===== config.mk =====
export PLATFORM = sky130hd
export DESIGN_NAME = cmpblk_top
export DESIGN_NICKNAME = d
export VERILOG_FILES = /design/src/cmpblk_pkg.sv /design/src/cmpblk_src_mux.sv /design/src/cmpblk_gate_net.sv /design/src/cmpblk_top.sv
export VERILOG_INCLUDE_DIRS = /design/src
export SDC_FILE = /design/constraint.sdc
export NUM_CORES = 1
export LEC_CHECK = 0
export ABC_AREA = 1
export CAP_MARGIN = 20
export CORE_MARGIN = 3
export CORE_UTILIZATION = 30
export DETAILED_ROUTE_END_ITERATION = 8
export DONT_BUFFER_PORTS = 1
export PLACE_DENSITY = 0.48
export SYNTH_ARGS = -nofsm -noshare
export SYNTH_HDL_FRONTEND = slang
export SYNTH_SLANG_ARGS = --single-unit
export TNS_END_PERCENT = 20

===== constraint.sdc =====
create_clock -name clk -period 2 [get_ports clk]
set_input_delay 0.3 -clock clk [delete_from_list [all_inputs] [get_ports clk]]
set_output_delay 0.3 -clock clk [all_outputs]
set_load 0.005 [all_outputs]

===== src/cmpblk_defines.svh =====
// Register offsets, field positions and reset values of the comparator
// blanking and mask block. Definitions only; included by its bare name.
`ifndef CMPBLK_DEFINES_SVH
`define CMPBLK_DEFINES_SVH

// -----------------------------------------------------------------------
// Register byte offsets on the APB
// -----------------------------------------------------------------------
`define CMPBLK_OFS_CTRL 8'h00
`define CMPBLK_OFS_MSRC 8'h04
`define CMPBLK_OFS_MGATE 8'h08
`define CMPBLK_OFS_OUT 8'h0c

// -----------------------------------------------------------------------
// Channel control fields
// -----------------------------------------------------------------------
`define CMPBLK_CTRL_POSREF 4
`define CMPBLK_CTRL_NEG_LO 0
`define CMPBLK_CTRL_WMASK 16'h0013

// -----------------------------------------------------------------------
// Mask source fields
// -----------------------------------------------------------------------
`define CMPBLK_MSRC_A_LO 0
`define CMPBLK_MSRC_B_LO 4
`define CMPBLK_MSRC_C_LO 8
`define CMPBLK_MSRC_WMASK 16'h0fff

// -----------------------------------------------------------------------
// Mask gating fields
// -----------------------------------------------------------------------
`define CMPBLK_MG_LEVEL 15
`define CMPBLK_MG_OR_CT 13
`define CMPBLK_MG_OR_CI 12
`define CMPBLK_MG_OR_BT 11
`define CMPBLK_MG_OR_BI 10
`define CMPBLK_MG_OR_AT 9
`define CMPBLK_MG_OR_AI 8
`define CMPBLK_MG_ANDINV 7
`define CMPBLK_MG_ANDTRUE 6
`define CMPBLK_MG_AND_CT 5
`define CMPBLK_MG_AND_CI 4
`define CMPBLK_MG_AND_BT 3
`define CMPBLK_MG_AND_BI 2
`define CMPBLK_MG_AND_AT 1
`define CMPBLK_MG_AND_AI 0
`define CMPBLK_MG_WMASK 16'hbfff

`define CMPBLK_RESET_VAL 16'h0000

`endif


===== src/cmpblk_pkg.sv =====
// Types shared by the comparator blanking and mask block.
// Assumes nothing beyond a SystemVerilog tool.
package cmpblk_pkg;

    // Negative input choice
    typedef enum logic [1:0] {
        CMPBLK_NEG_PIN_B = 2'h0,
        CMPBLK_NEG_PIN_C = 2'h1,
        CMPBLK_NEG_PIN_D = 2'h2,
        CMPBLK_NEG_BANDGAP = 2'h3
    } cmpblk_neg_sel_t;

    // Mask source codes; codes above gen3 high are reserved
    typedef enum logic [3:0] {
        CMPBLK_SRC_G1_LOW = 4'h0,
        CMPBLK_SRC_G1_HIGH = 4'h1,
        CMPBLK_SRC_G2_LOW = 4'h2,
        CMPBLK_SRC_G2_HIGH = 4'h3,
        CMPBLK_SRC_G3_LOW = 4'h4,
        CMPBLK_SRC_G3_HIGH = 4'h5
    } cmpblk_src_t;

    typedef logic [15:0] cmpblk_reg_t;

endpackage : cmpblk_pkg


===== src/cmpblk_src_mux.sv =====
// One mask source selector: picks one of six generator outputs.
// Assumes generator outputs are synchronous to clk.
`timescale 1ns/100ps
module cmpblk_src_mux (
    input wire logic [5:0] gen_outputs,
    input wire logic [3:0] sel,
    output logic mask_signal
);
    import cmpblk_pkg::*;

    // Reserved codes give a quiet (low) mask rather than an unknown
    always_comb begin
        case (cmpblk_src_t'(sel))
            CMPBLK_SRC_G1_LOW: mask_signal = gen_outputs[0];
            CMPBLK_SRC_G1_HIGH: mask_signal = gen_outputs[1];
            CMPBLK_SRC_G2_LOW: mask_signal = gen_outputs[2];
            CMPBLK_SRC_G2_HIGH: mask_signal = gen_outputs[3];
            CMPBLK_SRC_G3_LOW: mask_signal = gen_outputs[4];
            CMPBLK_SRC_G3_HIGH: mask_signal = gen_outputs[5];
            default: mask_signal = 1'b0;
        endcase
    end
endmodule : cmpblk_src_mux


===== src/cmpblk_gate_net.sv =====
// AND/OR gate network combining three mask signals into one blank level.
// Assumes gating bits come straight from the mask gating register.
`timescale 1ns/100ps
`include "cmpblk_defines.svh"
module cmpblk_gate_net (
    input wire logic [15:0] gating,
    input wire logic mask_a_signal,
    input wire logic mask_b_signal,
    input wire logic mask_c_signal,
    output logic and_gate_output,
    output logic blank
);
    import cmpblk_pkg::*;

    logic [5:0] and_en;
    logic [5:0] and_terms;
    logic [5:0] or_en;
    logic [5:0] or_terms;
    logic and_any;

    assign and_terms = {mask_c_signal, ~mask_c_signal, mask_b_signal,
                        ~mask_b_signal, mask_a_signal, ~mask_a_signal};
    assign or_terms = and_terms;
    assign and_en = gating[`CMPBLK_MG_AND_CT:`CMPBLK_MG_AND_AI];
    assign or_en = gating[`CMPBLK_MG_OR_CT:`CMPBLK_MG_OR_AI];
    assign and_any = |and_en;

    // Only enabled inputs take part; an empty AND reads low so it cannot
    // blank the output through gating bit 6
    assign and_gate_output = and_any & (&(and_terms | ~and_en));

    assign blank = (|(or_terms & or_en))
        | (gating[`CMPBLK_MG_ANDINV] & ~and_gate_output)
        | (gating[`CMPBLK_MG_ANDTRUE] & and_gate_output);
endmodule : cmpblk_gate_net


===== src/cmpblk_top.sv =====
// Comparator channel input select and blanking/mask logic, APB slave.
// Assumes analog selects are drawn as digital select lines, the compare
// result arrives synchronous to clk, and one APB master drives the bus.
//
// What this block does
// - Control bit 4 picks reference (1) or pin A (0) for positive input.
// - Negative select: 11 band-gap, 10 pin D, 01 pin C, 00 pin B.
// - Mask C source bits 11-8 pick one of six generator outputs.
// - Mask B source bits 7-4 use the same encoding, 0010 is gen2 low.
// - Mask A source bits 3-0 use the same encoding as mask C.
// - Gating bit 15 chooses high or low level while masking.
// - Gating bits 13, 11, 9 connect true C, B, A to the OR gate.
// - Gating bits 12, 10, 8 connect inverted C, B, A to the OR gate.
// - Gating bit 7 feeds the inverted AND output to the OR gate.
// - Gating bits 5 and 4 connect true and inverted C to the AND gate.
// - Gating bits 3 to 0 connect true/inverted B and A to AND gate.
`timescale 1ns/100ps
`include "cmpblk_defines.svh"
module cmpblk_top (
    input wire logic clk,
    input wire logic srst,
    input wire logic psel,
    input wire logic penable,
    input wire logic pwrite,
    input wire logic [7:0] paddr,
    input wire logic [31:0] pwdata,
    output logic [31:0] prdata,
    output logic pready,
    output logic pslverr,
    input wire logic gen1_low_output,
    input wire logic gen1_high_output,
    input wire logic gen2_low_output,
    input wire logic gen2_high_output,
    input wire logic gen3_low_output,
    input wire logic gen3_high_output,
    input wire logic compare_result,
    output logic pos_input_ref_select,
    output cmpblk_pkg::cmpblk_neg_sel_t neg_input_channel_select,
    output logic mask_a_signal,
    output logic mask_b_signal,
    output logic mask_c_signal,
    output logic blank_active,
    output logic blanked_output
);
    import cmpblk_pkg::*;

    // -------------------------------------------------------------------
    // Registers
    // -------------------------------------------------------------------
    cmpblk_reg_t channel_control;
    cmpblk_reg_t mask_source_select;
    cmpblk_reg_t mask_gating_control;

    // -------------------------------------------------------------------
    // Bus decode
    // -------------------------------------------------------------------
    logic access;
    logic wr_en;
    logic rd_en;
    logic hit_ctrl;
    logic hit_msrc;
    logic hit_mgate;
    logic hit_out;
    logic hit_any;
    cmpblk_reg_t wdata16;
    cmpblk_reg_t rd_mux;

    // Zero-wait slave: the access phase completes in its first cycle
    assign access = psel & penable;
    assign hit_ctrl = (paddr == `CMPBLK_OFS_CTRL);
    assign hit_msrc = (paddr == `CMPBLK_OFS_MSRC);
    assign hit_mgate = (paddr == `CMPBLK_OFS_MGATE);
    assign hit_out = (paddr == `CMPBLK_OFS_OUT);
    assign hit_any = hit_ctrl | hit_msrc | hit_mgate | hit_out;
    assign wr_en = access & pwrite & hit_any;
    assign rd_en = psel & ~penable & ~pwrite;
    assign wdata16 = pwdata[15:0];

    assign rd_mux = hit_ctrl ? channel_control :
                    hit_msrc ? mask_source_select :
                    hit_mgate ? mask_gating_control :
                    hit_out ? {14'h0000, blank_active, blanked_output} :
                    `CMPBLK_RESET_VAL;

    // Status word is read-only; writes there are dropped without error
    always_ff @(posedge clk) begin
        if (srst) begin
            channel_control <= `CMPBLK_RESET_VAL;
            mask_source_select <= `CMPBLK_RESET_VAL;
            mask_gating_control <= `CMPBLK_RESET_VAL;
        end else if (wr_en) begin
            if (hit_ctrl) begin
                channel_control <= wdata16 & `CMPBLK_CTRL_WMASK;
            end
            if (hit_msrc) begin
                mask_source_select <= wdata16 & `CMPBLK_MSRC_WMASK;
            end
            if (hit_mgate) begin
                mask_gating_control <= wdata16 & `CMPBLK_MG_WMASK;
            end
        end
    end

    // -------------------------------------------------------------------
    // Bus answer
    // -------------------------------------------------------------------
    // Read data is captured in setup so it stands registered in access
    always_ff @(posedge clk) begin
        if (srst) begin
            prdata <= 32'h0000_0000;
            pready <= 1'b0;
            pslverr <= 1'b0;
        end else begin
            pready <= psel & ~penable;
            pslverr <= psel & ~penable & ~hit_any;
            if (rd_en) begin
                prdata <= {16'h0000, rd_mux};
            end
        end
    end

    // -------------------------------------------------------------------
    // Mask source selection
    // -------------------------------------------------------------------
    logic [5:0] gen_outputs;
    logic next_mask_a;
    logic next_mask_b;
    logic next_mask_c;

    assign gen_outputs = {gen3_high_output, gen3_low_output,
                          gen2_high_output, gen2_low_output,
                          gen1_high_output, gen1_low_output};

    cmpblk_src_mux u_src_a (
        .gen_outputs(gen_outputs),
        .sel(mask_source_select[`CMPBLK_MSRC_A_LO +: 4]),
        .mask_signal(next_mask_a)
    );

    cmpblk_src_mux u_src_b (
        .gen_outputs(gen_outputs),
        .sel(mask_source_select[`CMPBLK_MSRC_B_LO +: 4]),
        .mask_signal(next_mask_b)
    );

    cmpblk_src_mux u_src_c (
        .gen_outputs(gen_outputs),
        .sel(mask_source_select[`CMPBLK_MSRC_C_LO +: 4]),
        .mask_signal(next_mask_c)
    );

    // -------------------------------------------------------------------
    // Gate network and blanking
    // -------------------------------------------------------------------
    logic next_blank;
    logic next_blanked;

    cmpblk_gate_net u_gate (
        .gating(mask_gating_control),
        .mask_a_signal(next_mask_a),
        .mask_b_signal(next_mask_b),
        .mask_c_signal(next_mask_c),
        .and_gate_output(),
        .blank(next_blank)
    );

    // Blanking holds the output at the chosen level, never passes it
    assign next_blanked = next_blank ?
        mask_gating_control[`CMPBLK_MG_LEVEL] : compare_result;

    // Outputs registered: one clock of latency from any register, generator or compare change
    always_ff @(posedge clk) begin
        if (srst) begin
            pos_input_ref_select <= 1'b0;
            neg_input_channel_select <= CMPBLK_NEG_PIN_B;
            mask_a_signal <= 1'b0;
            mask_b_signal <= 1'b0;
            mask_c_signal <= 1'b0;
            blank_active <= 1'b0;
            blanked_output <= 1'b0;
        end else begin
            pos_input_ref_select <=
                channel_control[`CMPBLK_CTRL_POSREF];
            neg_input_channel_select <= cmpblk_neg_sel_t'(
                channel_control[`CMPBLK_CTRL_NEG_LO +: 2]);
            mask_a_signal <= next_mask_a;
            mask_b_signal <= next_mask_b;
            mask_c_signal <= next_mask_c;
            blank_active <= next_blank;
            blanked_output <= next_blanked;
        end
    end

endmodule : cmpblk_top


==> run metrics <==
total negative slack 0 ns; r2r endpoint blanked_output; Fin. Hold Viols 0; Post-CTS Setup Bufs 0; routability cong. 0.824; Post-Synthesis Cells 377; Hold Path Class input port to flop; H-tree depth 2; Final nets 430; Met3 Wirelength 367 um; cell depth of the worst min-delay path 1; final WL 7110 um; fill count 934; fin crit period 1.72 ns; Initial Util 31.7%; die width 100 um; crit path buf inv count 1; area of the multi-input gates 1270 sq um; commonest cells in the netlist nand2_1, dfxtp_1, a21oi_1, inv_1, o21ai_0; CTS tree done; Final Slew Violations 0; crit-path most repeated cell nand2_1; type of element capturing the critical path flop; register area 1100 sq um; Post-synth EDFFs 0; GRT overflow 0; Min-Delay Startpoint srst; DIE AREA 10100 sq um; reg-to-reg startpoint mask_source_select[4]; DRC 0; Synth Cell Area 2670 sq um; status complete, no violations; post-DP HPWL 5470 um; Area contributors post-synth dfxtp_1, nand2_1, a21oi_1; Sink Count 55; area leader, netlist dfxtp_1; most frequent cell after synthesis nand2_1; DRT Pass-1 Iters 4; Placed Cells 476; area post-placement 2770 sq um; Met1 Routed Length 3400 um; Top Layer Used met4; vias per std cell 4.73; initial antenna violation count 0; DR WL/cell 14.7 um; Ports 94; PostCTS Resize Cnt 0; crit path max fanout 6; clock-pin slew on the worst setup and hold paths 0.10 ns; Core Box Area 8420 sq um; top cell type's share of synthesized area 41.2%; Layout area overhead 7.86%; worst-skew pair later-pin latency 0.31 ns; leak pwr 1.19 nW; Total GRT Usage 14.5%; maximum VDD drop 0.375 mV; cts hold-fix bufs 0; Fmax achieved 582 MHz; Initial DRC Count 151; Worst path top cell family by delay simple AND/OR/NAND/NOR gates; Ant. Diodes 0; CP max stage cell dfxtp_1; final design utilization 34.2%; Max Cap Violations 0; R2R cell count 14; port bufs 0; share of post-route cells with drive strength above 1 12.9%; Yosys reg bits 55; CP Class flop to flop; cells along the critical path nor2_1, nand3_2, nand2_1, nor2_2, nand2_2, nand2_1, nand2_1, nor2_2, nand2_1, nand2_2, nand3_2, nand2_1, inv_1, nor2_1; DRT antenna net count 0; Post-Layout Cell Count 484; Setup-failing EPs final 0; Tcrit/Tclk final 85.9%; CTS max path bufs 2; Post-synth ARST share 0%; met2 wire length 3290 um; count of cell types in the netlist 29; power density cells 684 nW/um^2; fin area 2880 sq um; via count 2287; number of global-route vias before repair 2170; global-route wire length before repair 11500 um; Ys Warns 0; largest net degree at the start of global routing 26; worst path required time 2.25 ns; reg-to-reg slack, setup 0.28 ns; hold endpoint prdata[2]; CP max stage delay 0.48 ns; skew final 0.00522 ns; unrepaired setup endpoints after global routing no; total CTS buffers 5; Arr. time, crit path 1.97 ns; Seq/Total Area, Yosys 41.2%; Synth Flop Type dfxtp_1; critical path startpoint category flop; clk root buf clkbuf_8; Synth Area per Inst 7.09 sq um; Chip Height 100 um; # rows 33
layout by cell type, fill, tap and decap left out:
master / count
o21ai_1: 4
bufinv_16: 1
nand3_2: 2
clkbuf_8: 6
nand4_4: 1
o22ai_1: 2
nor3_2: 1
nor4_2: 1
buf_4: 6
o21ai_0: 37
conb_1: 17
clkinv_1: 2
nor2_4: 3
dfxtp_1: 55
nand3_1: 25
nor2_1: 30
inv_1: 40
nand2_1: 62
a221o_1: 1
inv_2: 6
nor2_2: 12
clkinv_2: 1
a31oi_1: 1
a21oi_1: 43
nand2_2: 7
buf_12: 2
a32o_1: 1
nor3_1: 6
a22o_1: 1
nand4_1: 2
nor4_1: 1
state kept, by name (all words and copies together), names as in the netlist:
name and flops:
prdata 15, mask_source_select 12, mask_a_signal 1, neg_input_channel_select 2
pslverr 1, blank_active 1, mask_c_signal 1, pready 1
mask_gating_control 15, blanked_output 1, pos_input_ref_select 1, channel_control 3
mask_b_signal 1
layer usage:
metal	GRT usage (%)	vias to the layer above
li1	-	1184
met1	19.3	1034
met2	23.8	61
met3	3.75	8
met4	3.11	0
met5	0	-
through the flow:
| step | total power (W) | hold slack, ns | worst slack (ns) |
|---|---|---|---|
| 2_1_floorplan | 0.00122 | 0.381 | 0.639 |
| 3_3_place_gp | 0.00122 | 0.372 | 0.335 |
| 3_5_place_dp | 0.00122 | 0.374 | 0.297 |
| 4_1_cts | 0.00199 | 0.0362 | 0.298 |
| 5_1_grt | 0.00205 | 0.0284 | 0.0898 |
| 6_report | 0.00197 | 0.0398 | 0.283 |
worst register-to-register path, cell delays in order, from the launching register on:
cell and delay [ns]:
dfxtp_1 0.48, nor2_1 0.12, nand3_2 0.08, nand2_1 0.07, nor2_2 0.17, nand2_2 0.10
nand2_1 0.07, nand2_1 0.05, nor2_2 0.11, nand2_1 0.07, nand2_2 0.06, nand3_2 0.07
nand2_1 0.06, inv_1 0.03, nor2_1 0.11
worst max path at each step:
stage	startpoint	slack, ns	to	cells past startpoint
2_1_floorplan	mask_source_select[6]	0.64	blanked_output	13
3_3_place_gp	paddr[7]	0.33	mask_source_select[4]	8
3_5_place_dp	paddr[5]	0.30	mask_source_select[4]	8
4_1_cts	mask_source_select[4]	0.30	blanked_output	14
5_1_grt	mask_source_select[4]	0.09	blanked_output	14
6_report	mask_source_select[4]	0.28	blanked_output	14
area by class of cell:
type	instances	share of cell area (%)
timing repair buffer	8	2.95
clock inverter	2	1.22
clock buffer	6	2.86
multi-input combinational	260	44.0
inverter	48	6.25
sequential	55	38.2
tap	105	4.56
cells by family (layout without fill, tap and decap cells):
logic type	after synthesis	count (layout)	synth area share, %
other	1	17	0.140
buffers and inverters	78	64	13.6
flip-flops	55	55	41.2
AO/OA/AOI/OAI	90	90	17.5
AND/OR/NAND/NOR	153	153	27.5
power by group:
| part | total (W) | leakage [nW] | switching [W] | internal, W |
|---|---|---|---|---|
| Clock | 0.000777 | 0.0612 | 0.000371 | 0.000406 |
| Combinational | 0.0000860 | 0.689 | 0.0000610 | 0.0000250 |
| Sequential | 0.00111 | 0.445 | 0.00000579 | 0.00110 |
| Total | 0.00197 | 1.19 | 0.000438 | 0.00153 |
Note: power is estimated with default switching activity, not from simulation.
